`config.mk`:
```
export PLATFORM = sky130hd
export DESIGN_NAME = bit_chain_shifter
export DESIGN_NICKNAME = d
export VERILOG_FILES = /design/src/bit_chain_pkg.sv /design/src/bit_chain_shifter.sv
export VERILOG_INCLUDE_DIRS = /design/src
export SDC_FILE = /design/constraint.sdc
export NUM_CORES = 1
export LEC_CHECK = 0
export ABC_AREA = 1
export BUFFER_PORTS_ARGS = -buffer_cell sky130_fd_sc_hd__buf_2
export CORE_MARGIN = 2
export CORE_UTILIZATION = 48
export DETAILED_ROUTE_END_ITERATION = 16
export HOLD_SLACK_MARGIN = 0.15
export PLACE_DENSITY = 0.76
export REMOVE_ABC_BUFFERS = 1
export SLEW_MARGIN = 20
export SYNTH_ARGS = -nofsm -noshare
export SYNTH_HDL_FRONTEND = slang
export SYNTH_SLANG_ARGS = --single-unit
```
`constraint.sdc`:
```
create_clock -name clk -period 1.85 [get_ports clk]
set_clock_uncertainty 0.1 [all_clocks]
set_input_delay 0 -clock clk [delete_from_list [all_inputs] [get_ports clk]]
set_output_delay 0 -clock clk [all_outputs]
set_load 0.02 [all_outputs]
```
`src/bit_chain_consts.svh`:
```
// Constants for the multiword bit chain shifter
// Notes on behaviour
// - On a shift rising edge every bit in the selected word range moves one place toward the top.
// - Each shift loads the data input into bit 0 of the first word.
// - The bit leaving the top of the end word is dropped, kept nowhere.
// - While reset is high every word of the chain reads zero.
// - Reset beats a simultaneous shift edge; no shift then takes effect.
// - First index above end index: no error, first word shifts alone.
// - Words are 16 bits; bit 15 feeds bit 0 of the next word.
`ifndef BIT_CHAIN_CONSTS_SVH
`define BIT_CHAIN_CONSTS_SVH
`define WORD_BITS     16
`define WORD_COUNT    8
`define INDEX_BITS    3
`define CHAIN_RESET   16'h0000
`endif

```
`src/bit_chain_pkg.sv`:
```
// Types for the multiword bit chain shifter
`include "bit_chain_consts.svh"
package bit_chain_pkg;
    typedef logic [`WORD_BITS-1:0] word_t;
endpackage : bit_chain_pkg

```
`src/bit_chain_shifter.sv`:
```
// Multiword bit chain shift register over a selectable word range
`include "bit_chain_consts.svh"
module bit_chain_shifter
    import bit_chain_pkg::*;
#(
    parameter int WORDS = `WORD_COUNT,
    parameter int IW    = `INDEX_BITS
)
(
    input  wire logic                   clk,
    input  wire logic                   rst,
    input  wire logic                   shift_in,
    input  wire logic                   data_in,
    input  wire logic                   clear_in,
    input  wire logic [IW-1:0]          first_word_index,
    input  wire logic [IW-1:0]          end_word_index,
    output logic [WORDS*`WORD_BITS-1:0] chain_out
);

    // Timing of one shift, counted in clock edges:
    //   edge 0  shift pin and data pin caught by the first flop
    //   edge 1  both levels reach the second flop, edge strobe rises
    //   edge 2  chain words take their new value
    // Clear follows the same two flop path, so a clear and a shift
    // that arrive together are seen together, and clear wins.
    // Data travels with shift through equal delay, so the bit that
    // enters the chain is the level the pin had with the shift rise.
    // Limitation: a shift pulse shorter than one clock may be missed;
    // the controller must hold each level for at least one clock.
    // Limitation: the range indices are taken as same clock signals;
    // changing them while a shift is in flight gives an undefined mix.
    // Trade-off: no carry output is kept, the top bit is simply lost,
    // which saves a flop and matches the required drop behaviour.

    // Word width kept local so slices below read plainly
    localparam int WB = `WORD_BITS;

    // Synchroniser stages; only stage 1 is read by logic
    logic [1:0]       shift_s_q;
    logic [1:0]       data_s_q;
    logic [1:0]       clear_s_q;

    // Edge detector state and its one cycle strobe
    logic             shift_prev_q;
    logic             shift_edge;

    // Cleaned pin levels after the second flop
    logic             shift_lvl;
    logic             data_lvl;
    logic             clear_lvl;

    // Per word decode of the active range
    logic [WORDS-1:0] range_mask;
    logic [WORDS-1:0] first_mask;
    logic [WORDS-1:0] carry_in;

    // Chain storage and next values, one word per entry
    word_t            words_q [WORDS];
    word_t            words_d [WORDS];

    // Word membership; first above end collapses range to the first word
    function automatic logic in_range
    (
        input int            w,
        input logic [IW-1:0] f,
        input logic [IW-1:0] e
    );
        logic [IW-1:0] top;
        logic [IW-1:0] idx;
        top = (f > e) ? f : e;
        idx = IW'(w);
        return (idx >= f) && (idx <= top);
    endfunction : in_range

    // Word w is the entry point of the chain
    function automatic logic is_first
    (
        input int            w,
        input logic [IW-1:0] f
    );
        logic [IW-1:0] idx;
        idx = IW'(w);
        return idx == f;
    endfunction : is_first

    // Shift pin synchroniser; the pin is asynchronous to clk
    always_ff @(posedge clk)
    begin
        if (rst)
        begin
            shift_s_q <= 2'h0;
        end
        else
        begin
            shift_s_q <= {shift_s_q[0], shift_in};
        end
    end

    // Data pin synchroniser; same depth as shift keeps them aligned
    always_ff @(posedge clk)
    begin
        if (rst)
        begin
            data_s_q <= 2'h0;
        end
        else
        begin
            data_s_q <= {data_s_q[0], data_in};
        end
    end

    // Clear pin synchroniser; same depth so clear beats a shift
    always_ff @(posedge clk)
    begin
        if (rst)
        begin
            clear_s_q <= 2'h0;
        end
        else
        begin
            clear_s_q <= {clear_s_q[0], clear_in};
        end
    end

    // Only the second stage leaves the synchronisers
    assign shift_lvl = shift_s_q[1];
    assign data_lvl  = data_s_q[1];
    assign clear_lvl = clear_s_q[1];

    // Previous shift level; resets to the idle low so no false edge
    always_ff @(posedge clk)
    begin
        if (rst)
        begin
            shift_prev_q <= 1'h0;
        end
        else
        begin
            shift_prev_q <= shift_lvl;
        end
    end

    // One strobe per rise; a held high level gives nothing more
    assign shift_edge = shift_lvl & ~shift_prev_q;

    // Range decode per word, shared by the update and carry paths
    generate
        for (genvar w = 0; w < WORDS; w++)
        begin : g_range
            assign range_mask[w] = in_range(w, first_word_index, end_word_index);
            assign first_mask[w] = is_first(w, first_word_index);
        end
    endgenerate

    // Carry into bit 0: data for the first word, word below otherwise
    generate
        for (genvar w = 0; w < WORDS; w++)
        begin : g_carry
            if (w == 0)
            begin : g_bottom
                assign carry_in[w] = data_lvl;
            end
            else
            begin : g_upper
                assign carry_in[w] = first_mask[w] ? data_lvl : words_q[w-1][WB-1];
            end
        end
    endgenerate

    // Next value of each word; words outside the range keep contents
    generate
        for (genvar w = 0; w < WORDS; w++)
        begin : g_next
            always_comb
            begin
                words_d[w] = words_q[w];
                if (clear_lvl && range_mask[w])
                begin
                    words_d[w] = `CHAIN_RESET;
                end
                else if (shift_edge && range_mask[w])
                begin
                    // Top bit feeds the next word's carry_in; at the top of the range it is kept nowhere
                    words_d[w] = {words_q[w][WB-2:0], carry_in[w]};
                end
            end
        end
    endgenerate

    // Chain registers; system reset clears every word whatever the range
    generate
        for (genvar w = 0; w < WORDS; w++)
        begin : g_word
            always_ff @(posedge clk)
            begin
                if (rst)
                begin
                    words_q[w] <= `CHAIN_RESET;
                end
                else
                begin
                    words_q[w] <= words_d[w];
                end
            end
        end
    endgenerate

    // Flattened view, word w at bits w*WB upward, straight from flops
    generate
        for (genvar w = 0; w < WORDS; w++)
        begin : g_out
            assign chain_out[w*WB +: WB] = words_q[w];
        end
    endgenerate

    // Notes for integration:
    // a chain of several words is one long register, bit 15 of each
    // word feeding bit 0 of the next; three words give 48 bits.
    // Words outside the selected range are never touched by a shift
    // or a clear, so two chains over disjoint ranges can share the
    // storage; overlapping ranges give no dependable result.
    // The system reset clears all words; the clear pin only the range.
endmodule : bit_chain_shifter

```
; Word-level counts from Yosys, hierarchy flattened
; Memories as Yosys holds them, arrays and structs flattened.
; Cells that the tools add are included.
[classes]
order_cmp = 17
n_eq_ne = 7
muxes = 35
bitwise = 10
n_reduce_logical = 24
[op_table]
columns = op, count
row1 = $mux W16, 24
row2 = $logic_and A1 B1 Y1, 24
row3 = $eq A3 B3 Y1 const A, 4
row4 = $ge A3 B3 Y1 const A, 4
row5 = $le A3 B3 Y1 const A, 4
row6 = $mux W1, 10
row7 = $or A1 B1 Y1, 8
row8 = $eq A2 B3 Y1 const A, 2
row9 = $ge A1 B3 Y1 const A, 2
row10 = $ge A2 B3 Y1 const A, 2
row11 = $le A1 B3 Y1 const A, 2
row12 = $le A2 B3 Y1 const A, 2
row13 = $eq A1 B3 Y1 const A, 1
row14 = $gt A3 B3 Y1, 1
row15 = $mux W3, 1
row16 = $and A1 B1 Y1, 1
row17 = $not A1 Y1, 1
[totals]
reg_bits = 7
ram_bits = 128
in_bits = 11
n_memories = 1
[memory_table]
columns = memory, words, word_bits, read_ports, rd_ports_with_merged_regs, wr, line_no
row1 = words_q, 8, 16, 8, 0, 8, bit_chain_shifter.sv:58  ; word_t words_q [WORDS];

; Depth between registers and ports, before layout
; Gate-level depths: netlist of run 1.
[depth]
word_depth = 8
depth_mapped = 15
ltp_nobuf = 14

; Worst setup path after synthesis of run 1
; No wires, ideal clock.
[synth_path]
path_type = in2reg
start = input port end_word_index[2]
end = memory words_q[0][53] in the netlist's numbering
setup_time_ns = 0.117
t_arrival_ns = 1.519
t_required_ns = 1.633
slack_ns = 0.114
cell_stages = 13
cell_sequence = inv_1 ha_1 a21oi_2 nand2_2 nand2_2 nand2_4 nand3_2 nand2_1 nor2_4 nand2_1 nand2_2 buf_4 a21oi_1
[synth_rtl]
columns = element, line_no
row1 = "start, declared", bit_chain_shifter.sv:16  ; input wire logic [IW-1:0] end_word_index,
row2 = "end, declared", bit_chain_shifter.sv:58

==> results of run 1 <==
[logic make-up (layout without fill, tap and decap cells)]
kind of cell / Yosys count / count (layout) / share of synthesized area, %
buffers and inverters: 69 / 237 / 5.688
and+or+nand+nor: 315 / 315 / 28.37
AOI/OAI and AO/OA: 146 / 146 / 15.31
adders and majority gates: 3 / 3 / 0.6937
DFF: 135 / 135 / 49.94
[repair_timing]
item                                   in CTS  in global routing
setup endpoints to repair                   0                  3
endpoints found under the hold margin      17                  1
hold buffers                               13                  1
gates resized for setup                     0                  1
[routing by layer]
layer	wire length [um]	part of all wire, %	track usage [%]
met5	0	0	0
met4	191	1.4	8.661
met3	971	7.1	6.173
met2	6725	49	37.29
met1	5866	43	28.48
[cell usage in the layout (no fill, tap or decap), drive strengths merged]
| cell type | n |
|---|---|
| clkinvlp | 1 |
| clkbuf | 24 |
| inv | 27 |
| a21oi | 130 |
| nand4 | 65 |
| dlygate4sd3 | 14 |
| nor2 | 15 |
| buf | 164 |
| nand3 | 35 |
| ha | 3 |
| o21ai | 16 |
| nand2 | 200 |
| clkinv | 3 |
| bufinv | 4 |
| dfxtp | 135 |
[synth_stat cells (all sizes together)]
cell    number  area share [%]
dfxtp      135              50
clkbuf      13            0.90
inv         27             1.9
o21ai       16             1.8
ha           3            0.69
nand4       65             7.6
nand2      200              15
buf         29             2.9
nand3       35             4.1
a21oi      130              13
nor2        15             1.8
[stage by stage]
stage | TNS [ns] | setup WS (ns) | instances
floorplan | -159.68 | -1.512 | 626
global placement | -0.3431 | -0.01984 | 930
detailed placement | -3.743 | -0.08494 | 930
CTS | 0 | 0.1152 | 975
global route | 0 | 0.02428 | 976
finish | 0 | 0.1640 | 976
[final cells by class]
| class | instances | area (um^2) |
|---|---|---|
| Tap cell | 140 | 175.2 |
| Clock inverter | 8 | 142.6 |
| Multi-Input combinational cell | 464 | 2409 |
| Sequential cell | 135 | 2703 |
| Fill cell | 925 | 3825 |
| Inverter | 27 | 101.3 |
| Timing Repair Buffer | 178 | 1089 |
| Clock buffer | 24 | 491.7 |
[sequential cells by signal (all words and copies together) (netlist names)]
register	flops
shift_s_q	2
data_s_q	2
clear_s_q	2
words_q	128
shift_prev_q	1
[worst max-delay path, delay by kind of cell]
family	cells	cell delay, ns
buffers and inverters	4	0.94
and+or+nand+nor	7	0.77
AOI/OAI and AO/OA	1	0.21
[final timing paths]
check	depth (start not counted)	from	endpoint	slack, ns
worst max-delay path	12	first_word_index[2]	words_q[0][54]	0.16
worst min-delay path	7	end_word_index[1]	words_q[1][16]	0.17
worst max register to register	6	shift_s_q[1]	words_q[0][62]	0.20
worst min register to register	2	clear_s_q[0]	clear_s_q[1]	0.31
[power breakdown]
group / switching, mW / internal [mW]
clock network: 1.19 / 2.39
registers: 0.00508 / 2.92
logic: 0.353 / 0.156
total: 1.55 / 5.46
==> metrics.txt, run 1 <==
setup bufs post-CTS 0; Design Area, Final 7111 um^2; Final Cycle Share around nine tenths; GPL Wtd Cong 0.8552; Die W 110.2 um; maximum clock insertion buffer count 2; number of remaining DRC errors 0; Die Ht roughly 110 um; Initial Util 49.49%; Mapped Cells 668; routed len/inst 14.09 um; HP Class input pin to register; Ant. Diodes 0; Total Power ~7.0 mW; fin. max-slew vios 0; vias in the first global route 4661; post-synthesis cell type count 25; crit path time final roughly 1.7 ns; IO Pins 139; final WL around 14000 um; Critical Path AT 1.92 ns; vias per cell 5.395; drt pass-1 iters 6; Worst Path Required 2.09 ns; worst slew pin tran 0.4176 ns; Total GRT Usage approximately 23%; routed vias around 5300; Hold Slack roughly 0.17 ns; latest clock arrival within the worst-skew pair 0.42 ns; Layout area overhead 31.40%; num rows 38; DR iter-0 viols roughly 520; post-layout util 65.02%; CP peak stage delay between 0.5 and 0.6 ns; die area approximately 12000 um^2; P per Cell Area 986.0 nW/um^2; port buffer count 138; GRT overflow 0; CP cell instances buf_2 > dlygate4sd3_1 > buf_4 > inv_2 > nand2_2 > nand2_4 > nand3_2 > nand2_1 > nor2_4 > nand2_1 > nand2_2 > a21oi_1; Synth Warn # 0; Slew headroom approximately 72%; synthesized flop and latch total 135; CTS buffer count 17; Startpoint Class input pin; H-tree depth 4; final hold vios 0; first-pass GRT wire length 21790 um; share of layout cells above drive strength 1 between 30% and 40%; clock root cell clkbuf_16; kind of critical path input pin to register; CTS tree done; hpwl dp 9123 um; clk slew on worst S/H paths 0.05 ns; Post-Syn Area 5411 um^2; Syn Area/Cell 8.101 um^2; Max IR drop VDD 683.5 uV; Core ar. 10940 um^2; Critical Path End Type register; outcome finished clean; sequential-to-total area share from yosys stat roughly half; dpl cell area 6334 um^2; Post-DRT Antenna Nets 0; Final Setup Violations 0; max-cap violations 0; CP max-delay cell dlygate4sd3_1; Total Nets Final 837; crit path max fanout 16; initial antenna violation count 0; pin count of the biggest net entering global routing 57; fmax ~600 MHz; unrepaired setup endpoints after global routing no; LEAKAGE 2.888 nW; clock sink total 135
Note: power is estimated with default switching activity, not from simulation.
==> inputs of run 2 (changes only) <==
- CORE_ASPECT_RATIO: unset -> 0.7
- RECOVER_POWER: unset -> 50
==> run 2 against run 1 <==
Against the previous run: final area decreased by 0.63%; register-to-register slack got worse by 0.06 ns; clock power about the same; via count increased by 0.30%; hold slack improved by 0.022 ns; power about the same; count of clock-buffer cells in the layout decreased by 4; worst setup slack got worse by 0.092 ns; global-route usage increased by 0.63 points; core utilization decreased by 0.85 points; highest routed layer unchanged.
==> metrics.txt, run 2 (synthesis results as in run 1) <==
Comb power frac 7.6%; Reg-to-Reg End words_q[1][16]; CTS tree done; CP cell instances buf_2 > dlygate4sd3_1 > buf_4 > inv_2 > nand3_1 > dlygate4sd3_1 > o21ai_0 > nand3_1 > a21oi_1; post-layout util 64.17%; Worst Path Required 2.09 ns; Sw Share 22.88%; clock root cell clkbuf_16; Hold Slack a little under 0.2 ns; CP max-delay cell dlygate4sd3_1; Flop pwr share 41.6%; die area 12150 um^2; Slew headroom 71.89%; DP Worst Slack -0.09123 ns; Worst Setup SP first_word_index[2]; Reg2Reg Depth 6; Critical Path AT 2.02 ns; pin count of the biggest net entering global routing 34; most frequent cells in the layout nand2_1 (186), dfxtp_1 (135), clkbuf_1 (127), a21oi_1 (108), nand4_1 (64); routed len/inst 14.05 um; Core ar. 11010 um^2; crit path max fanout 6; Final Setup Violations 0; H-tree depth 4; switching pwr 1.604 mW; final WL roughly 14000 um; FF/Latch Area between 2000 and 3000 um^2; kind of critical path input pin to register; vias per cell ~5.3; CP peak stage delay about 0.56 ns; CP Depth 9; worst path bufs/invs 5; number of remaining DRC errors 0; DR iter-0 viols ~280; Worst Setup EP words_q[0][48]; unrepaired setup endpoints after global routing yes; CP top delay family buffers and inverters; Internal 5.408 mW; Total GRT Usage roughly a quarter; port buffer count around 140; share of layout cells above drive strength 1 between 15 and 20%; worst slew pin tran 0.4212 ns; Startpoint Class input pin; Ant. Diodes 0; P per Cell Area 992.5 nW/um^2; worst r2r src shift_s_q[1]; crit path time final about 1.8 ns; hpwl dp ~9500 um; Total Nets Final about 840; area occupied by multi-input gates around 2400 um^2; Post-DRT Antenna Nets 0; Die Ht 92.84 um; Max IR drop VDD 790.7 uV; initial antenna violation count 0; IO Pins 139; Layout area overhead 30.57%; maximum clock insertion buffer count 2; Largest Register words_q; drt pass-1 iters 4; fin. max-slew vios 0; most common cell after layout, fill and taps aside nand2_1; Die W approximately 130 um; GRT overflow 0; fill cell count 982; CTS buffer count 17; clk slew on worst S/H paths 0.06 ns; Clk network pwr share 50.8%; final hold vios 0; Final Cycle Share 96.10%; max-cap violations 0; post-route setup slack 0.07221 ns; fmax 562.5 MHz; Initial Util 49.15%; max reg flops 128; routed vias between 5000 and 6000; num rows 32; R2R setup slack 0.14 ns; HP Class input pin to register; Hold Startpoint end_word_index[1]; vias in the first global route 4765; latest clock arrival within the worst-skew pair approximately 0.41 ns; LEAKAGE 2.369 nW; outcome finished clean; GPL Wtd Cong 0.7804; first-pass GRT wire length 22740 um; clock sink total ~140; Critical Path End Type register; TNS Setup 0 ns
## run 2: changes by cell type in the layout (fill, tap and decap cells not counted), moves of 2 or more
cell / delta
buf_12: +4
buf_2: -126
clkbuf_1: +124
clkbuf_8: -2
clkinv_4: +3
inv_2: -2
o21ai_0: -2
## run 2: worst min path at each step
stage                endpoint  cells past startpoint  slack (ns)
6_report       words_q[0][48]                      7        0.20
3_5_place_dp     shift_s_q[0]                      3        0.12
4_1_cts        words_q[0][48]                      7        0.18
3_3_place_gp      data_s_q[0]                      3        0.11
5_1_grt        words_q[0][48]                      7        0.22
2_1_floorplan    clear_s_q[0]                      1       -0.03
## run 2: power by group through the flow
stage | combinational, mW | sequential (mW) | clock, mW
after global placement | 0.482 | 2.98 | 0
final | 0.530 | 2.92 | 3.56
after detailed placement | 0.499 | 2.98 | 0
after CTS | 0.522 | 2.92 | 3.62
after floorplan | 0.299 | 2.98 | 0
after global routing | 0.581 | 2.92 | 3.76
## run 2: area by class of cell
class / count / area share, %
clock buffers: 20 / 6.464
clock inverters: 11 / 2.444
inverters: 27 / 1.452
multi-input cells: 464 / 34.27
flip-flops and latches: 135 / 38.25
well taps: 153 / 2.709
repair buffers: 183 / 14.41
## run 2: through the flow
| stage | power [mW] | instances | cell area, um^2 |
|---|---|---|---|
| finish | 7.012 | 993 | 7066 |
| CTS | 7.061 | 993 | 7207 |
| detailed placement | 3.482 | 948 | 6437 |
| global placement | 3.465 | 948 | 6437 |
| floorplan | 3.284 | 626 | 5205 |
| global route | 7.254 | 993 | 7066 |
## run 2: worst reg2reg max path: stages (launching register included)
cell and delay, ns:
dfxtp_1 0.31, inv_1 0.07, nor2_4 0.17, buf_12 0.21, nand4_1 0.10, dlygate4sd3_1 0.56, a21oi_1 0.13
## run 2: routing by layer
metal | track usage [%] | wire length [um] | up-vias
met5 | 0 | 0 | -
met4 | 7.092 | 150 | 0
met3 | 7.048 | 1110 | 17
met2 | 37.15 | 6461 | 216
met1 | 30.54 | 6231 | 2450
li1 | - | - | 2599
## run 2: what timing repair did
item | 4_1_cts | 5_1_grt
endpoints found under the setup margin | 0 | 9
hold buffers | 14 | 0
setup buffers | 0 | 0
hold endpoints to repair | 17 | 0
gates resized for setup | 0 | 6
==> inputs of run 3 (changes only) <==
- CORE_MARGIN: 2 -> unset
==> run 3 against run 2 <==
Against the previous run: final area down 0.76%; core utilization decreased by 0.49 points; via count decreased by 0.11%; non-clock buffer count decreased by 1; die area is 3.6% lower; global-route usage grew 0.62 points; fmax increased by 0.93%; cell count is 0.10% lower; worst setup slack improved by 0.016 ns; routed wire length is 1.6% lower; critical path type unchanged.
==> metrics.txt, run 3 (synthesis results as in run 1) <==
outcome finished clean; post-route setup slack 0.08864 ns; vias per cell around 5.3; Worst Setup SP first_word_index[2]; GPL Wtd Cong ~0.82; Total GRT Usage 23.97%; placed insts between 900 and 1000; Largest Register words_q; Design Area, Final about 7000 um^2; routed len/inst 13.84 um; first-pass GRT wire length 22510 um; Reg-to-Reg End words_q[1][27]; HP Class input pin to register; Final Cycle Share between 90% and 100%; Reg2Reg Depth 6; port buffer count 138; worst path bufs/invs 5; CTS buffer count 17; P per Cell Area 969.7 nW/um^2; fmax 567.7 MHz; LEAKAGE ~2.3 nW; vias in the first global route 4800; Worst Setup EP words_q[0][48]; maximum clock insertion buffer count 2; Max IR drop VDD 690.5 uV; worst r2r src shift_s_q[1]; post-layout util 63.68%; die area 11710 um^2; H-tree depth 4; final hold vios 0; routed vias 5276; CP Depth 9; worst slew pin tran 0.4196 ns; Final Setup Violations 0; Hold Slack roughly 0.17 ns; Layout area overhead 29.57%; most common cell after layout, fill and taps aside nand2_1; CP peak stage delay around 0.56 ns; setup bufs post-CTS 0; clk slew on worst S/H paths 0.05 ns; most frequent cells in the layout nand2_1 (186), dfxtp_1 (135), clkbuf_1 (129), a21oi_1 (108), nand4_1 (64); dpl cell area 6430 um^2; clock root cell clkbuf_16; fin. max-slew vios 0; hpwl dp 9083 um; Ant. Diodes 0; CP max-delay cell dlygate4sd3_1; CP top delay family buffers and inverters; kind of critical path input pin to register; Post-DRT Antenna Nets 0; share of layout cells above drive strength 1 between 10% and 20%; R2R setup slack 0.24 ns; final WL 13730 um; Core ar. between 10000 and 15000 um^2; pin count of the biggest net entering global routing 52; Worst Path Required 2.09 ns; Critical Path End Type register; Hold Startpoint first_word_index[0]; CP cell instances buf_2 > dlygate4sd3_1 > buf_4 > inv_2 > nand3_1 > dlygate4sd3_1 > o21ai_0 > nand3_1 > a21oi_2; crit path time final 1.761 ns; TNS Setup 0 ns; CTS tree done; num rows 32; Startpoint Class input pin; Total Power 6.799 mW; Initial Util 49.15%; crit path max fanout 6; Final Non-Filler Cells 992; DR iter-0 viols between 300 and 400; drt pass-1 iters 4; Total Nets Final 841; max-cap violations 0; IO Pins 139; GRT overflow 0; max reg flops 128; clock sink total 135; Critical Path AT 2.00 ns; Die W 128.9 um; Slew headroom 72.00%; number of remaining DRC errors 0; DP Worst Slack -0.1026 ns; latest clock arrival within the worst-skew pair around 0.4 ns; Die Ht ~90 um; initial antenna violation count 0
==> run 3: changes by cell type in the layout (fill, tap and decap cells not counted), moves of 2 or more <==
cell,delta
clkbuf_8,+3
clkinv_2,-3
clkinv_4,-3
clkinvlp_4,+3
bufinv_16,-2
clkbuf_1,+2
==> run 3: report_power, final <==
group	internal (mW)	switching [mW]
sequential	2.92	0.00326
combinational	0.174	0.361
clock	2.16	1.19
==> run 3: what timing repair did <==
| item | CTS | global route |
|---|---|---|
| endpoints found under the hold margin | 18 | 0 |
| endpoints found under the setup margin | 0 | 2 |
| hold buffers | 14 | 0 |
| gates resized for setup | 0 | 2 |
==> run 3: worst min path at each step <==
| stage | end | slack [ns] | cells after the start |
|---|---|---|---|
| after global placement | data_s_q[0] | 0.11 | 3 |
| after detailed placement | shift_s_q[0] | 0.12 | 3 |
| after CTS | words_q[1][16] | 0.15 | 6 |
| final | words_q[1][16] | 0.17 | 6 |
| after floorplan | clear_s_q[0] | -0.03 | 1 |
| after global routing | words_q[1][16] | 0.19 | 6 |
==> run 3: layout make-up <==
| type | count | area [um^2] |
|---|---|---|
| repair buffers | 182 | 1011 |
| clock inverters | 6 | 90.09 |
| fillers | 990 | 3999 |
| inverters | 27 | 101.3 |
| flip-flops and latches | 135 | 2703 |
| multi-input cells | 464 | 2410 |
| well taps | 153 | 191.4 |
| clock buffers | 25 | 505.5 |
==> run 3: layer usage <==
| layer | up-vias | track usage (%) | part of all wire, % |
|---|---|---|---|
| li1 | 2601 | - | - |
| met3 | 11 | 7.820 | 7.5 |
| met5 | - | 0 | 0 |
| met1 | 2470 | 31.00 | 47 |
| met4 | 0 | 5.490 | 0.93 |
| met2 | 194 | 38.60 | 45 |
==> run 3: worst register-to-register path, cell delays in order, from the launching register on <==
cell and delay [ns]:
dfxtp_1 0.31, inv_1 0.07, nor2_4 0.14, buf_12 0.24, nand3_2 0.36, nand2_1 0.20, a21oi_2 0.07
